[config.mk]
export PLATFORM = sky130hd
export DESIGN_NAME = relfc_top
export DESIGN_NICKNAME = d
export VERILOG_FILES = /design/src/hw/relfc_pkg.sv /design/src/hw/relfc_decode.sv /design/src/hw/relfc_top.sv
export SDC_FILE = /design/constraint.sdc
export NUM_CORES = 1
export LEC_CHECK = 0
export ABC_CLOCK_PERIOD_IN_PS = 3200
export CORE_ASPECT_RATIO = 0.6
export CORE_MARGIN = 2
export CORE_UTILIZATION = 30
export CTS_BUF_LIST = sky130_fd_sc_hd__clkbuf_16
export DETAILED_ROUTE_END_ITERATION = 8
export DONT_BUFFER_PORTS = 1
export HOLD_SLACK_MARGIN = 0.03
export PLACE_DENSITY_LB_ADDON = 0.08
export SKIP_CTS_REPAIR_TIMING = 1
export SLEW_MARGIN = 10
export SYNTH_ARGS = -nofsm -noshare
export SYNTH_HDL_FRONTEND = slang
export SYNTH_HIERARCHICAL = 1
export SYNTH_SLANG_ARGS = --single-unit
[constraint.sdc]
create_clock -name ref_clk -period 3.2 [get_ports ref_clk]
set_input_delay 0.32 -clock ref_clk [delete_from_list [all_inputs] [get_ports ref_clk]]
set_output_delay 0.32 -clock ref_clk [all_outputs]
set_load 0.05 [all_outputs]
[src/hw/relfc_pkg.sv]
// package: constants for the remap entry low field check block
package relfc_pkg;

  localparam logic [7:0] ADDR_CTRL       = 8'h00;
  localparam logic [7:0] ADDR_STATUS     = 8'h04;
  localparam logic [7:0] ADDR_MASK       = 8'h08;
  localparam logic [7:0] ADDR_FAULT_CNT  = 8'h0c;
  localparam logic [7:0] ADDR_LAST       = 8'h10;

  localparam int BIT_VALID    = 0;
  localparam int BIT_SUPPRESS = 1;
  localparam int BIT_DEST_SEL = 2;

  localparam int ST_FAULT     = 0;
  localparam int ST_ADMIT     = 1;
  localparam int ST_SUPPRESS  = 2;
  localparam int ST_WIDTH     = 3;

  localparam logic [0:0]          CTRL_RESET   = 1'h1;
  localparam logic [ST_WIDTH-1:0] STATUS_RESET = 3'h0;
  localparam logic [ST_WIDTH-1:0] MASK_RESET   = 3'h0;

  localparam int ENTRY_LOW_W = 3;

  typedef enum logic [1:0] {
    RELFC_IDLE  = 2'b00,
    RELFC_SETUP = 2'b01,
    RELFC_ACC   = 2'b11
  } relfc_apb_t;

endpackage : relfc_pkg

[src/hw/relfc_decode.sv]
// module: combinational decode of the low entry control bits
`timescale 1ns/10ps
`default_nettype none
module relfc_decode
  import relfc_pkg::*;
(
  input  wire logic [ENTRY_LOW_W-1:0] entry_low,
  output logic                        admit,
  output logic                        fault,
  output logic                        suppressed,
  output logic                        logical_dest
);

  wire valid_bit    = entry_low[BIT_VALID];
  wire suppress_bit = entry_low[BIT_SUPPRESS];

  assign admit        = valid_bit;
  // suppress checked whether or not the entry is valid
  assign suppressed   = suppress_bit;
  assign fault        = !valid_bit && !suppress_bit;
  // destination sense forced to physical for invalid entries
  assign logical_dest = valid_bit && entry_low[BIT_DEST_SEL];

endmodule : relfc_decode
`default_nettype wire

[src/hw/relfc_top.sv]
// module: remap entry low field check with apb registers and interrupt
//
// Added by the designer: the address map and the APB slave port.
`timescale 1ns/10ps
`default_nettype none
// How it works
// - dest bit: 0 physical, 1 logical
// - dest bit ignored unless entry valid
// - suppress bit 0 reports faults, 1 hides
// - suppress bit only checked for invalid entries
// - invalid entry blocks every request
// - valid entry lets request proceed
module relfc_top
  import relfc_pkg::*;
#(
  parameter int CNT_W = 16
) (
  input  wire logic                   ref_clk,
  input  wire logic                   rst,
  input  wire logic                   psel,
  input  wire logic                   penable,
  input  wire logic                   pwrite,
  input  wire logic [7:0]             paddr,
  input  wire logic [31:0]            pwdata,
  output logic      [31:0]            prdata,
  output logic                        pready,
  output logic                        pslverr,
  input  wire logic                   req_valid,
  input  wire logic [ENTRY_LOW_W-1:0] remap_entry,
  output logic                        req_admit,
  output logic                        req_block,
  output logic                        interrupt_target_logical,
  output logic                        fault_record,
  output logic                        irq
);

  logic                   enable;
  logic [ST_WIDTH-1:0]    status;
  logic [ST_WIDTH-1:0]    mask;
  logic [CNT_W-1:0]       fault_cnt;
  logic [ENTRY_LOW_W-1:0] last_entry;
  relfc_apb_t             apb_state;
  relfc_apb_t             next_apb_state;

  wire dec_admit;
  wire dec_fault;
  wire dec_supp;
  wire dec_logical;

  relfc_decode u_decode (
    .entry_low    (remap_entry),
    .admit        (dec_admit),
    .fault        (dec_fault),
    .suppressed   (dec_supp),
    .logical_dest (dec_logical)
  );

  // request path; enable lets software hold off all checking
  wire req_go     = req_valid && enable;
  wire next_admit = req_go && dec_admit;
  wire next_block = req_go && !dec_admit;
  wire next_fault = req_go && dec_fault;
  wire next_supp  = req_go && !dec_admit && dec_supp;

  // apb decode
  wire acc     = psel && penable;
  wire wr      = acc && pwrite;
  wire wr_ctrl = wr && (paddr == ADDR_CTRL);
  wire wr_stat = wr && (paddr == ADDR_STATUS);
  wire wr_mask = wr && (paddr == ADDR_MASK);
  wire in_setup = psel && !penable;
  wire mapped  = (paddr == ADDR_CTRL) || (paddr == ADDR_STATUS) || (paddr == ADDR_MASK)
              || (paddr == ADDR_FAULT_CNT) || (paddr == ADDR_LAST);

  wire [ST_WIDTH-1:0] events      = {next_supp, next_admit, next_fault};
  wire [ST_WIDTH-1:0] w1c         = wr_stat ? pwdata[ST_WIDTH-1:0] : '0;
  // set wins over a clear in the same cycle
  wire [ST_WIDTH-1:0] next_status = (status & ~w1c) | events;

  assign pready  = 1'b1;
  assign pslverr = acc && !mapped;
  assign irq     = |(status & mask);

  always_ff @(posedge ref_clk) begin
    if (rst) begin
      enable                   <= CTRL_RESET;
      status                   <= STATUS_RESET;
      mask                     <= MASK_RESET;
      fault_cnt                <= '0;
      last_entry               <= '0;
      req_admit                <= 1'b0;
      req_block                <= 1'b0;
      interrupt_target_logical <= 1'b0;
      fault_record             <= 1'b0;
    end else begin
      status       <= next_status;
      req_admit    <= next_admit;
      req_block    <= next_block;
      fault_record <= next_fault;
      if (next_admit) begin
        interrupt_target_logical <= dec_logical;
      end
      if (next_fault) begin
        fault_cnt <= fault_cnt + 1'b1;
      end
      if (req_go) begin
        last_entry <= remap_entry;
      end
      if (wr_ctrl) begin
        enable <= pwdata[0];
      end
      if (wr_mask) begin
        mask <= pwdata[ST_WIDTH-1:0];
      end
    end
  end

  // bus phase tracker; lets the checks below see where a transfer stands
  always_comb begin
    next_apb_state = RELFC_IDLE;
    case (apb_state)
      RELFC_IDLE: begin
        if (in_setup) begin
          next_apb_state = RELFC_SETUP;
        end
      end
      RELFC_SETUP: begin
        if (acc) begin
          next_apb_state = RELFC_ACC;
        end
      end
      RELFC_ACC: begin
        if (in_setup) begin
          next_apb_state = RELFC_SETUP;
        end
      end
      default: begin
        next_apb_state = RELFC_IDLE;
      end
    endcase
  end

  always_ff @(posedge ref_clk) begin
    if (rst) begin
      apb_state <= RELFC_IDLE;
    end else begin
      apb_state <= next_apb_state;
    end
  end

  // read data from flops, loaded in setup; zero on unmapped, held when idle
  always_ff @(posedge ref_clk) begin
    if (rst) begin
      prdata <= '0;
    end else if (in_setup && !pwrite) begin
      case (paddr)
        ADDR_CTRL:      prdata <= {31'h0, enable};
        ADDR_STATUS:    prdata <= {29'h0, status};
        ADDR_MASK:      prdata <= {29'h0, mask};
        ADDR_FAULT_CNT: prdata <= {{(32-CNT_W){1'b0}}, fault_cnt};
        ADDR_LAST:      prdata <= {29'h0, last_entry};
        default:        prdata <= '0;
      endcase
    end
  end

  // entry that must leave a fault record behind
  function automatic logic fault_case(input logic [ENTRY_LOW_W-1:0] e);
    return !e[BIT_VALID] && !e[BIT_SUPPRESS];
  endfunction : fault_case

  property p_block_invalid;
    @(posedge ref_clk) disable iff (rst)
    (req_go && !remap_entry[BIT_VALID]) |=> (req_block && !req_admit);
  endproperty
  a_block_invalid: assert property (p_block_invalid)
    else $error("invalid entry not blocked");

  property p_admit_valid;
    @(posedge ref_clk) disable iff (rst)
    (req_go && remap_entry[BIT_VALID]) |=> (req_admit && !req_block);
  endproperty
  a_admit_valid: assert property (p_admit_valid)
    else $error("valid entry not admitted");

  property p_fault_raise;
    @(posedge ref_clk) disable iff (rst)
    (req_go && fault_case(remap_entry)) |=> (fault_record && status[ST_FAULT]);
  endproperty
  a_fault_raise: assert property (p_fault_raise)
    else $error("fault not recorded");

  property p_fault_supp;
    @(posedge ref_clk) disable iff (rst)
    fault_record |-> $past(!remap_entry[BIT_SUPPRESS] && req_go);
  endproperty
  a_fault_supp: assert property (p_fault_supp)
    else $error("fault reported while suppressed");

  property p_supp_any;
    @(posedge ref_clk) disable iff (rst)
    (req_go && !remap_entry[BIT_VALID] && remap_entry[BIT_SUPPRESS]) |=> status[ST_SUPPRESS];
  endproperty
  a_supp_any: assert property (p_supp_any)
    else $error("suppress bit not evaluated");

  property p_dest;
    @(posedge ref_clk) disable iff (rst)
    (req_go && remap_entry[BIT_VALID]) |=> (interrupt_target_logical == $past(remap_entry[2]));
  endproperty
  a_dest: assert property (p_dest)
    else $error("destination sense wrong");

  property p_dest_hold;
    @(posedge ref_clk) disable iff (rst)
    (req_go && !remap_entry[BIT_VALID]) |=> $stable(interrupt_target_logical);
  endproperty
  a_dest_hold: assert property (p_dest_hold)
    else $error("dest bit used for invalid entry");

  property p_irq;
    @(posedge ref_clk) disable iff (rst)
    (req_go && fault_case(remap_entry) && mask[ST_FAULT] && !wr_mask) |=> irq;
  endproperty
  a_irq: assert property (p_irq)
    else $error("unmasked fault gave no interrupt");

  property p_idle_quiet;
    @(posedge ref_clk) disable iff (rst)
    !req_go |=> (!req_admit && !req_block && !fault_record);
  endproperty
  a_idle_quiet: assert property (p_idle_quiet)
    else $error("answer without an accepted request");

  property p_supp_quiet;
    @(posedge ref_clk) disable iff (rst)
    (req_go && remap_entry[BIT_SUPPRESS]) |=> !fault_record;
  endproperty
  a_supp_quiet: assert property (p_supp_quiet)
    else $error("fault recorded with suppress set");

  property p_supp_valid;
    @(posedge ref_clk) disable iff (rst)
    (req_go && remap_entry[BIT_VALID] && remap_entry[BIT_SUPPRESS]) |=> (req_admit && !fault_record);
  endproperty
  a_supp_valid: assert property (p_supp_valid)
    else $error("suppressed valid entry mishandled");

  property p_fault_count;
    @(posedge ref_clk) disable iff (rst)
    (req_go && fault_case(remap_entry)) |=> (fault_cnt == CNT_W'($past(fault_cnt) + 1'b1));
  endproperty
  a_fault_count: assert property (p_fault_count)
    else $error("fault count did not step");

  property p_count_hold;
    @(posedge ref_clk) disable iff (rst)
    !(req_go && fault_case(remap_entry)) |=> $stable(fault_cnt);
  endproperty
  a_count_hold: assert property (p_count_hold)
    else $error("fault count moved without a fault");

  property p_status_sticky;
    @(posedge ref_clk) disable iff (rst)
    !wr_stat |=> ((status & $past(status)) == $past(status));
  endproperty
  a_status_sticky: assert property (p_status_sticky)
    else $error("status bit dropped without a clear");

  property p_set_wins;
    @(posedge ref_clk) disable iff (rst)
    (req_go && fault_case(remap_entry) && wr_stat && pwdata[ST_FAULT]) |=> status[ST_FAULT];
  endproperty
  a_set_wins: assert property (p_set_wins)
    else $error("clear beat a fault event");

  property p_clear_w1c;
    @(posedge ref_clk) disable iff (rst)
    (wr_stat && !req_go) |=> ((status & $past(pwdata[ST_WIDTH-1:0])) == '0);
  endproperty
  a_clear_w1c: assert property (p_clear_w1c)
    else $error("status bit not cleared by write of one");

  property p_last_entry;
    @(posedge ref_clk) disable iff (rst)
    req_go |=> (last_entry == $past(remap_entry));
  endproperty
  a_last_entry: assert property (p_last_entry)
    else $error("last entry not captured");

  property p_err_phase;
    @(posedge ref_clk) disable iff (rst)
    pslverr |-> (apb_state == RELFC_SETUP);
  endproperty
  a_err_phase: assert property (p_err_phase)
    else $error("error response outside access phase");

  property p_rdata_hold;
    @(posedge ref_clk) disable iff (rst)
    (apb_state == RELFC_ACC) |-> $stable(prdata);
  endproperty
  a_rdata_hold: assert property (p_rdata_hold)
    else $error("read data moved at access edge");

  property p_irq_masked;
    @(posedge ref_clk) disable iff (rst)
    (mask == '0) |-> !irq;
  endproperty
  a_irq_masked: assert property (p_irq_masked)
    else $error("interrupt with all sources masked");

endmodule : relfc_top
`default_nettype wire

Word level (Yosys, flattened, before mapping) --
Cells that the tools add are included.
Storage, ports and cells: register bits 62, input bits 49, output and inout bits 39, word-level logic and storage cells 47
Operators by class: add/subtract/negate cells 1, eq/ne operators 4, mux-type cells 2, bitwise operators 4, reduce and logical (&&, ||, !) cells 26
Operators by type and width (number):
- 16-bit case mux with 5 select lines | 1
- 16-bit by 1-bit adder with 16-bit output (second input constant) | 1
- 8-bit by 4-bit equality test with 1-bit output (second input constant) | 2
- 1-bit logical AND | 15
- 8-bit by 3-bit equality test with 1-bit output (second input constant) | 1
- 8-bit by 5-bit equality test with 1-bit output (second input constant) | 1
- 8-bit logical NOT | 1
- 3-bit bitwise AND | 2
- 1-bit logical NOT | 5
- 1-bit logical OR | 4
- 3-bit 2-to-1 mux | 1
- 3-bit inverter | 1
- 3-bit bitwise OR | 1
- 3-bit OR reduction | 1

Depth between registers and ports, before layout --
Gate-level depths: netlist of the first run.
depth in word-level cells 7, depth in mapped cells 6, gate-level depth less buffers 5

Modules after synthesis --
Netlist of the first run, hierarchy kept.
By module, submodules not included:
- relfc_top | times used 1, cells an instance 242, area an instance 2100.8 µm², sequential area each 920.9 µm²
- relfc_decode | times used 1, cells an instance 4, area an instance 25.0 µm², sequential area each 0.0 µm²

Worst setup path after synthesis of the first run --
OpenSTA, ideal clock, no wires.
kind input port to output port, from input port paddr[2], to output port pslverr, data arrival time 1.598 ns, data required time 2.880 ns, path slack 1.282 ns, stages 4, buffers on the path 1, path through clkbuf_1 > or2_2 > nand2_1 > a21oi_1
On the way: cells in the longest elaborated chain, start to end 7, elaborated cells on any way between the ends 11, classes of those cells eq/ne (4); reduce/logical (7)
RTL lines:
- start, declared | RTL line relfc_top.sv:23 | input wire logic [7:0] paddr,
- 8-bit by 3-bit equality test with 1-bit output / 8-bit logical NOT (equally long branches) | RTL line relfc_top.sv:72 | wire mapped = (paddr == ADDR_CTRL) || (paddr == ADDR_STATUS) || (paddr == ADDR_MASK)
- 1-bit logical OR (2 in a row) | RTL line relfc_top.sv:72
- 1-bit logical OR | RTL line relfc_top.sv:73 | || (paddr == ADDR_FAULT_CNT) || (paddr == ADDR_LAST);
- 1-bit logical OR (*) | RTL line relfc_top.sv:73
- 1-bit logical NOT (*) | RTL line relfc_top.sv:81 | assign pslverr = acc && !mapped;
- 1-bit logical AND (*) | RTL line relfc_top.sv:81
- end, declared | RTL line relfc_top.sv:27 | output logic pslverr,
Every way passes the cells marked *; elsewhere a longest branch is shown, timed or not.

Worst setup path in the final report of the first run --
from input port paddr[7], to register status[2]
On the way: cells in the longest elaborated chain, start to end 6
RTL lines:
- 8-bit by 3-bit equality test with 1-bit output | RTL line relfc_top.sv:69 | wire wr_stat = wr && (paddr == ADDR_STATUS);
- 1-bit logical AND | RTL line relfc_top.sv:69
- 3-bit 2-to-1 mux | RTL line relfc_top.sv:76 | wire [ST_WIDTH-1:0] w1c = wr_stat ? pwdata[ST_WIDTH-1:0] : '0;
- 3-bit inverter | RTL line relfc_top.sv:78 | wire [ST_WIDTH-1:0] next_status = (status & ~w1c) | events;
- 3-bit bitwise AND | RTL line relfc_top.sv:78
- 3-bit bitwise OR | RTL line relfc_top.sv:78
- end signal, assigned | RTL line relfc_top.sv:96 | status <= next_status;
- end, declared | RTL line relfc_top.sv:38 | logic [ST_WIDTH-1:0] status;
Every way passes these cells. A chain may end at the register's enable or synchronous reset.

==> PnR_summary.wiki, run 1 <==
{| class="wikitable"
! Metric !! Value
|-
| Status || complete, no violations
|-
| PwrDens || 524.7 nW/um^2
|-
| Cell area after layout || around 2200 sq um
|-
| Post-Syn Area || 2126 sq um
|-
| Largest net degree at the start of global routing || 43
|-
| Avg Vias per Cell || 5.006
|-
| Max Slew Vio Count || 0
|-
| Post-route ant nets || 0
|-
| Diodes inserted || 0
|-
| Combinational fraction of design power || 6.9%
|-
| DP HPWL || approximately 3700 um
|-
| Commonest non-fill, non-tap cell in the layout || sky130_fd_sc_hd__dfxtp_1
|-
| Mean Syn Cell Area || 8.641 sq um
|-
| Final-layout setup total negative slack || 0 ns
|-
| Leading area contributor after synthesis || sky130_fd_sc_hd__dfxtp_1
|-
| Antenna violations before repair || 0
|-
| Layout overhead on the synthesized area || 4.944%
|-
| Placer's final routability congestion estimate || approximately 0.75
|-
| Required time of the worst setup path || 3.33 ns
|-
| Clk Latency, worst-skew pair || 0.28 ns
|-
| Final number of hold-violating endpoints || 0
|-
| Root buf cell || sky130_fd_sc_hd__clkbuf_16
|-
| Sequential group share of total power || about half
|-
| Worst clock skew || 0.003976 ns
|-
| Yosys cell types || 40
|-
| Most heavily used metal layer in global routing || met1
|-
| Yosys synthesis warning count || 6
|-
| Number of buffers inserted during clock tree synthesis || 5
|-
| # H-tree levels || 2
|-
| Unrepaired setup endpoints after global routing || no
|-
| Slew at the pin closest to its max-slew limit || 1.035 ns
|-
| FP Rows || 23
|-
| Footprint of the multi-input gates || 1052 sq um
|-
| Nets@finish || around 290
|-
| Power Total || 1.170 mW
|-
| Buffers on Ports || 0
|-
| Filler cell count in the final layout || between 700 and 800
|-
| Tightest hold margin || approximately 0.1 ns
|-
| Clock tree from TritonCTS || done
|-
| Post-route DRC violation count || 0
|-
| Total vias in the final route || 1,627
|-
| Worst setup slack after placement || approximately 1.1 ns
|-
| Routed Wire Length || between 5000 and 6000 um
|-
| Final core area utilization || 32.99%
|-
| Total congestion overflow || 0
|-
| Critical path type || in2reg
|-
| Portion of synthesized cell area occupied by the leading cell type || 43.32%
|-
| Met3 demand-to-capacity share in global routing || 4.633%
|-
| Global-route wire length before repair || just over 8000 um
|-
| Area inside the core boundary || 6763 sq um
|-
| Count of state elements after synthesis || between 40 and 50
|-
| Initial DRC count || 87
|-
| Switching pwr || 0.2924 mW
|-
| Fraction of layout cells with a size suffix above 1 || between 4 and 5%
|-
| Startpoint kind of the worst setup timing path || input port
|-
| Instance area at placement || around 2100 sq um
|-
| Class of the most critical hold timing path || in2reg
|-
| Maximum fanout count along the critical path || 6
|-
| Clk slew on worst S/H paths || 0.06 ns
|-
| Part of the total power dissipated in the clock network || 42.4%
|-
| Clock sinks || between 40 and 50
|-
| Register cell area after layout || 920.9 sq um
|-
| Most used cells in the layout excluding fill and tap cells || 46 x sky130_fd_sc_hd__dfxtp_1, 30 x sky130_fd_sc_hd__nor2_1, 22 x sky130_fd_sc_hd__nand2_1, 17 x sky130_fd_sc_hd__conb_1, 15 x sky130_fd_sc_hd__a22oi_1
|-
| Final critical-path required period || between 1.5 and 2 ns
|-
| Max VDD drop || 0.0002565 V
|-
| Total die area || 7798 sq um
|-
| Worst slew margin relative to its limit || 31.24%
|-
| Cells after DPL || 317
|-
| Met2 capacity usage during global routing || 14.04%
|-
| Number of failing setup endpoints in the final timing report || 0
|-
| Met1 GRT Util || 23.17%
|-
| Peak clock frequency supported by timing || 0.5363 GHz
|-
| Internal power of the cells || 0.8780 mW
|-
| Num ports || between 80 and 90
|-
| Average routed wire per standard cell || 15.90 um
|-
| Filler-free cell count of the finished design || 325
|-
| Initial standard-cell utilization of the core || a little under a third
|-
| Die X-Extent || 112.7 um
|-
| Post-route worst setup slack || 1.335 ns
|-
| WP data arrival || 2.00 ns
|-
| Switching Share || 24.98%
|-
| Global Route Usage Sum || 13.25%
|-
| Buffer depth of the longest clock path || 2
|-
| Number of global-route vias before repair || 1,463
|-
| Final Cycle Share || 58.27%
|-
| Max_cap viols || 0
|-
| Sequential element share of the synthesized area || between 40% and 50%
|-
| DR pass1 iterations || 4
|-
| Gate count after technology mapping || 246
|-
| Top cells by area in the synthesized netlist || sky130_fd_sc_hd__dfxtp_1 43%, sky130_fd_sc_hd__buf_4 6.7%, sky130_fd_sc_hd__a22oi_1 5.3%
|-
| Leakage || 0.7609 nW
|-
| Height of the die || 69.21 um
|-
| Sort of element at the end of the critical path || flop
|}
-- synthesized netlist by cell type --
library cell	n
sky130_fd_sc_hd__nor2b_1	2
sky130_fd_sc_hd__o21ai_0	7
sky130_fd_sc_hd__nor4_1	6
sky130_fd_sc_hd__conb_1	2
sky130_fd_sc_hd__clkbuf_1	8
sky130_fd_sc_hd__a21oi_1	14
sky130_fd_sc_hd__and4_1	1
sky130_fd_sc_hd__a311oi_1	2
sky130_fd_sc_hd__nand2_1	22
sky130_fd_sc_hd__nor2_1	30
sky130_fd_sc_hd__a32o_1	2
sky130_fd_sc_hd__nand3_1	6
sky130_fd_sc_hd__o22ai_1	3
sky130_fd_sc_hd__a22oi_1	15
sky130_fd_sc_hd__buf_1	1
sky130_fd_sc_hd__or3b_2	1
sky130_fd_sc_hd__a222oi_1	1
sky130_fd_sc_hd__a2bb2oi_1	1
sky130_fd_sc_hd__nand2b_1	3
sky130_fd_sc_hd__buf_6	1
sky130_fd_sc_hd__ha_1	1
sky130_fd_sc_hd__o31ai_1	2
sky130_fd_sc_hd__nand4b_1	1
sky130_fd_sc_hd__dfxtp_1	46
sky130_fd_sc_hd__or2_2	1
sky130_fd_sc_hd__buf_4	19
sky130_fd_sc_hd__xor2_1	2
sky130_fd_sc_hd__xnor2_1	6
sky130_fd_sc_hd__and3_1	2
sky130_fd_sc_hd__nor4bb_1	1
sky130_fd_sc_hd__or4_1	3
sky130_fd_sc_hd__mux2i_1	8
sky130_fd_sc_hd__or3_1	5
sky130_fd_sc_hd__nand4_1	7
sky130_fd_sc_hd__and2_1	2
sky130_fd_sc_hd__nor4_4	1
sky130_fd_sc_hd__nor3_1	5
sky130_fd_sc_hd__and4bb_2	1
sky130_fd_sc_hd__inv_1	3
sky130_fd_sc_hd__buf_2	2
-- final timing paths --
path / start / cells after the start / endpoint / slack, ns
setup reg to reg: fault_cnt[0]$_SDFFE_PP0P_ / 4 / fault_cnt[12]$_SDFFE_PP0P_ / 1.38
hold / removal: rst / 1 / mask[2]$_SDFFE_PP0P_ / 0.1
hold reg to reg: last_entry[1]$_SDFFE_PP0N_ / 2 / last_entry[1]$_SDFFE_PP0N_ / 0.46
setup / recovery: paddr[7] / 3 / status[2]$_SDFF_PP0_ / 1.34
-- per-layer routing --
metal	vias to the layer above	share of wire, %	wire, um
li1	826	-	-
met1	743	61	3130
met2	51	32	1661
met3	7	6.5	336
met4	0	0.74	38
met5	-	0	0
-- layout make-up --
class	instances	share of cell area [%]
clock buffer	5	5.609
multi-input combinational	181	47.17
tap	87	4.879
inverter	3	0.5048
sequential	46	41.28
clock inverter	3	0.5609
-- kinds of logic after synthesis --
kind of cell	count (synthesis)	share of synthesized area, %
buffers and inverters	34	9.829
adder cells (fa/ha/maj)	1	0.5885
AND/OR/NAND/NOR	100	24.37
flip-flops	46	43.32
AO/OA/AOI/OAI	47	14.48
other	2	0.3533
XOR/XNOR	8	3.296
multiplexers	8	3.767
-- flip-flops by register name, indices dropped and copies added, names as in the netlist --
signal	cells
fault_record	1
enable	1
interrupt_target_logical	1
req_block	1
req_admit	1
mask	3
last_entry	3
fault_cnt	16
status	3
prdata	16
-- power by group through the flow --
stage	sequential (mW)	combinational, mW	clock, mW
final	0.593	0.0813	0.496
after global routing	0.593	0.0876	0.542
after CTS	0.593	0.0812	0.513
after detailed placement	0.606	0.0810	0
after global placement	0.606	0.0810	0
after floorplan	0.603	0.103	0
-- critical path, stage by stage --
cell and delay [ns]:
sky130_fd_sc_hd__or4_1 0.67, sky130_fd_sc_hd__nor4_1 0.81, sky130_fd_sc_hd__o21ai_0 0.20
Note: power is estimated with default switching activity, not from simulation.
==> run 2, diff against run 1 <==
Settings changed: ABC_AREA set to 1, ABC_CLOCK_PERIOD_IN_PS 3200 to 1500.
Clock period 3.2 ns to 1.5 ns, I/O delays scaled along.
==> run 2 against run 1 <==
Against the previous run: largest power group unchanged; first-iteration DRC count fell by 5.7%; sequential power rose by 120%; combinational power rose to 4.3 times the previous value; synthesized cell count rose by 30%.
==> PnR_summary.wiki, run 2 <==
{| class="wikitable"
! Metric !! Value
|-
| Status || complete, no violations (unchanged)
|-
| Die X-Extent || 116.7 um (was 112.7 um)
|-
| Critical-path cell list || inv_1 > nor2_4 > nand3_4 > nor2_4 > nand2_2 > nor2_4 > nand2_1 > nand2_1 > nor2_1 (was or4_1 > nor4_1 > o21ai_0)
|-
| Root buf cell || sky130_fd_sc_hd__clkbuf_16 (unchanged)
|-
| Mean Syn Cell Area || 7.144 sq um (was 8.641 sq um)
|-
| Most instantiated library cell after synthesis || sky130_fd_sc_hd__nand2_1 (was sky130_fd_sc_hd__dfxtp_1)
|-
| Sequential group share of total power || 45.0% (was 50.7%)
|-
| Gate count after technology mapping || 320 (was 246)
|-
| Commonest non-fill, non-tap cell in the layout || sky130_fd_sc_hd__nand2_1 (was sky130_fd_sc_hd__dfxtp_1)
|-
| PwrDens || 1053 nW/um^2 (was 524.7 nW/um^2)
|-
| Num ports || 88 (unchanged)
|-
| Portion of synthesized cell area occupied by the leading cell type || 40.28% (was 43.32%)
|-
| Placer's final routability congestion estimate || 0.7974 (was 0.7483)
|-
| Most used cells in the layout excluding fill and tap cells || 62 x sky130_fd_sc_hd__nand2_1, 44 x sky130_fd_sc_hd__dfxtp_1, 37 x sky130_fd_sc_hd__nor2_1, 30 x sky130_fd_sc_hd__inv_1, 30 x sky130_fd_sc_hd__a21oi_1 (was 46 x sky130_fd_sc_hd__dfxtp_1, 30 x sky130_fd_sc_hd__nor2_1, 22 x sky130_fd_sc_hd__nand2_1, 17 x sky130_fd_sc_hd__conb_1, 15 x sky130_fd_sc_hd__a22oi_1)
|-
| Worst clock skew || 0.004368 ns (was 0.003976 ns)
|-
| Count of state elements after synthesis || 46 (unchanged)
|-
| Total vias in the final route || 1,893 (was 1,627)
|-
| Required time of the worst setup path || 1.69 ns (was 3.33 ns)
|-
| Number of cells traversed by the worst register-to-register path || 9 (was 4)
|-
| Slew at the pin closest to its max-slew limit || 0.5311 ns (was 1.035 ns)
|-
| Commonest cells in the netlist || 62 x sky130_fd_sc_hd__nand2_1, 46 x sky130_fd_sc_hd__dfxtp_1, 37 x sky130_fd_sc_hd__nor2_1, 30 x sky130_fd_sc_hd__a21oi_1, 30 x sky130_fd_sc_hd__inv_1 (was 46 x sky130_fd_sc_hd__dfxtp_1, 30 x sky130_fd_sc_hd__nor2_1, 22 x sky130_fd_sc_hd__nand2_1, 19 x sky130_fd_sc_hd__buf_4, 15 x sky130_fd_sc_hd__a22oi_1)
|-
| Unrepaired setup endpoints after global routing || no (unchanged)
|-
| Critical path type || reg2reg (was in2reg)
|-
| Startpoint kind of the worst setup timing path || flop (was input port)
|-
| Leakage || 1.189 nW (was 0.7609 nW)
|-
| Top cells by area in the synthesized netlist || sky130_fd_sc_hd__dfxtp_1 40%, sky130_fd_sc_hd__nand2_1 10%, sky130_fd_sc_hd__a21oi_1 6.6% (was sky130_fd_sc_hd__dfxtp_1 43%, sky130_fd_sc_hd__buf_4 6.7%, sky130_fd_sc_hd__a22oi_1 5.3%)
|-
| Number of failing setup endpoints in the final timing report || 0 (unchanged)
|-
| Final-layout setup total negative slack || 0 ns (unchanged)
|-
| Total congestion overflow || 0 (unchanged)
|-
| Number of flops mapped to enable cells by yosys || 0 (unchanged)
|-
| Worst r2r dst || fault_cnt[15]$_SDFFE_PP0P_ (was fault_cnt[12]$_SDFFE_PP0P_)
|-
| Most prevalent standard cell on the critical path || sky130_fd_sc_hd__nor2_4
|-
| Slowest cell delay on critical path || 0.37 ns (was 0.81 ns)
|-
| Worst hold path stage count || 2 (was 1)
|-
| Largest net degree at the start of global routing || 39 (was 43)
|-
| Maximum fanout count along the critical path || 4 (was 6)
|-
| Async set or reset register ratio after synthesis || 0% (unchanged)
|-
| Internal power of the cells || 2.110 mW (was 0.8780 mW)
|-
| Part of the total power dissipated in the clock network || 42.9% (was 42.4%)
|-
| Antenna violations before repair || 0 (unchanged)
|-
| Global-route wire length before repair || 8659 um (was 8114 um)
|-
| Routed Wire Length || 5429 um (was 5166 um)
|-
| Post-Syn Area || 2286 sq um (was 2126 sq um)
|-
| Top cell family by delay on the critical path || simple AND/OR/NAND/NOR gates (unchanged)
|-
| Clk slew on worst S/H paths || 0.06 ns (about the same)
|-
| FP Rows || 24 (was 23)
|-
| Most frequently used flop master after synthesis || sky130_fd_sc_hd__dfxtp_1 (unchanged)
|-
| End point of the most critical hold path || last_entry[2]$_SDFFE_PP0N_ (was mask[2]$_SDFFE_PP0P_)
|-
| Worst setup slack after placement || 0.1106 ns (was 1.064 ns)
|-
| Post-route DRC violation count || 0 (unchanged)
|-
| WP data arrival || 1.53 ns (was 2.00 ns)
|-
| Final critical-path required period || 1.348 ns
|-
| Reg-to-reg slack, setup || 0.15 ns (was 1.38 ns)
|-
| Peak clock frequency supported by timing || 0.7420 GHz
|-
| Combinational fraction of design power || 12.2% (was 6.9%)
|-
| Leading area contributor after synthesis || sky130_fd_sc_hd__dfxtp_1 (unchanged)
|-
| Initial DRC count || 82 (was 87)
|-
| DR pass1 iterations || 4 (unchanged)
|-
| Clock tree from TritonCTS || done (unchanged)
|-
| Average routed wire per standard cell || 12.06 um (was 15.90 um)
|-
| Final number of hold-violating endpoints || 0 (unchanged)
|-
| Height of the die || 71.62 um (was 69.21 um)
|-
| Sort of element at the end of the critical path || flop (unchanged)
|-
| Fraction of layout cells with a size suffix above 1 || 17.05% (was 4.202%)
|-
| Global Route Usage Sum || 13.79% (was 13.25%)
|-
| Avg Vias per Cell || 4.207 (was 5.006)
|-
| Largest registers ranked by flip-flop count || fault_cnt x16, prdata x16 (unchanged)
|-
| Post-route ant nets || 0 (unchanged)
|-
| Switching Share || 26.48% (was 24.98%)
|-
| Max_cap viols || 0 (unchanged)
|-
| DP HPWL || 4027 um (was 3739 um)
|-
| Max Slew Vio Count || 0 (unchanged)
|-
| Diodes inserted || 0 (unchanged)
|-
| Yosys synthesis warning count || 6 (unchanged)
|-
| Worst slew margin relative to its limit || 64.49% (was 31.24%)
|-
| Switching pwr || 0.7598 mW (was 0.2924 mW)
|-
| HP Start || remap_entry[2] (was rst)
|-
| Number of global-route vias before repair || 1,689 (was 1,463)
|-
| Area inside the core boundary || 7327 sq um (was 6763 sq um)
|-
| Filler cell count in the final layout || 797 (was 707)
|-
| Sequential element share of the synthesized area || 40.28% (was 43.32%)
|-
| Buffer depth of the longest clock path || 2 (unchanged)
|-
| Clk Latency, worst-skew pair || 0.29 ns (was 0.28 ns)
|-
| Worst reg2reg path startpoint || fault_cnt[0]$_SDFFE_PP0P_ (unchanged)
|-
| Max VDD drop || 0.0004233 V (was 0.0002565 V)
|-
| Yosys cell types || 33 (was 40)
|-
| Buffers on Ports || 0 (unchanged)
|-
| Final Cycle Share || 89.84%
|-
| # H-tree levels || 2 (unchanged)
|-
| Number of buffers inserted during clock tree synthesis || 5 (unchanged)
|-
| Clock sinks || 46 (unchanged)
|-
| Cell at the slowest stage of the critical path || sky130_fd_sc_hd__dfxtp_1 (was sky130_fd_sc_hd__nor4_1)
|-
| Total die area || 8357 sq um (was 7798 sq um)
|-
| Tightest hold margin || 0.02652 ns (was 0.09997 ns)
|-
| Post-route worst setup slack || 0.1523 ns (was 1.335 ns)
|-
| Layout overhead on the synthesized area || 19.21% (was 4.944%)
|-
| Buffers and inverters on the worst path || 1 (was 0)
|-
| Class of the most critical hold timing path || in2reg (unchanged)
|-
| Nets@finish || 396 (was 287)
|-
| Initial standard-cell utilization of the core || 31.20% (was 31.43%)
|}
-- run 2: stage by stage --
step | instance area (sq um) | total power, mW | instances | utilization [%]
detailed placement | 2519 | 1.656 | 439 | 34.38
CTS | 2678 | 2.889 | 446 | 36.54
global route | 2725 | 2.983 | 450 | 37.19
global placement | 2519 | 1.655 | 439 | 34.38
floorplan | 2347 | 1.625 | 335 | -
finish | 2725 | 2.870 | 450 | 37.19
-- run 2: layer usage --
layer	global-route usage (%)	wire length (um)	vias up	part of all wire [%]
met2	16.12	1693	58	31
met1	22.56	3299	795	61
li1	-	-	1036	-
met5	0	0	-	0
met3	4.907	368	4	6.8
met4	3.922	68	0	1.3
-- run 2: how the worst max path moves through the flow --
stage                                    from  depth (start not counted)                         end  slack, ns
finish              fault_cnt[0]$_SDFFE_PP0P_                          9  fault_cnt[15]$_SDFFE_PP0P_       0.15
global placement    fault_cnt[2]$_SDFFE_PP0P_                          9  fault_cnt[15]$_SDFFE_PP0P_       0.13
floorplan                            paddr[0]                          4                     pslverr       0.26
CTS                 fault_cnt[2]$_SDFFE_PP0P_                          9  fault_cnt[15]$_SDFFE_PP0P_        0.1
detailed placement  fault_cnt[2]$_SDFFE_PP0P_                          9  fault_cnt[15]$_SDFFE_PP0P_       0.11
global route        fault_cnt[0]$_SDFFE_PP0P_                          9  fault_cnt[15]$_SDFFE_PP0P_      0.005
-- run 2: cells by family after synthesis --
kind of cell               synth area share [%]
other                                    0.3285
AOI/OAI and AO/OA                         14.23
buffers and inverters                     13.90
DFF                                       40.28
adders and majority gates                0.5473
and+or+nand+nor                           30.71
-- run 2: layout make-up --
cell class                 instances  area (sq um)  area share, %
multi-input combinational        226          1114          40.86
sequential                        46         923.4          33.88
timing repair buffer              33         270.3          9.917
tap                              104         130.1          4.775
inverter                          34         128.9          4.729
clock buffer                       5         125.1          4.591
clock inverter                     2         33.78          1.240
-- run 2: worst register-to-register path: stages (launching register included) --
cell and delay, ns:
sky130_fd_sc_hd__dfxtp_1 0.37, sky130_fd_sc_hd__inv_1 0.11, sky130_fd_sc_hd__nor2_4 0.16, sky130_fd_sc_hd__nand3_4 0.10, sky130_fd_sc_hd__nor2_4 0.11, sky130_fd_sc_hd__nand2_2 0.11, sky130_fd_sc_hd__nor2_4 0.13, sky130_fd_sc_hd__nand2_1 0.06
sky130_fd_sc_hd__nand2_1 0.06, sky130_fd_sc_hd__nor2_1 0.04
-- run 2: power groups by stage --
| stage | Clock, mW | Combinational [mW] | Sequential, mW |
|---|---|---|---|
| 6_report | 1.23 | 0.349 | 1.29 |
| 4_1_cts | 1.26 | 0.338 | 1.29 |
| 3_5_place_dp | 0 | 0.338 | 1.32 |
| 2_1_floorplan | 0 | 0.247 | 1.38 |
| 3_3_place_gp | 0 | 0.337 | 1.32 |
| 5_1_grt | 1.31 | 0.377 | 1.29 |
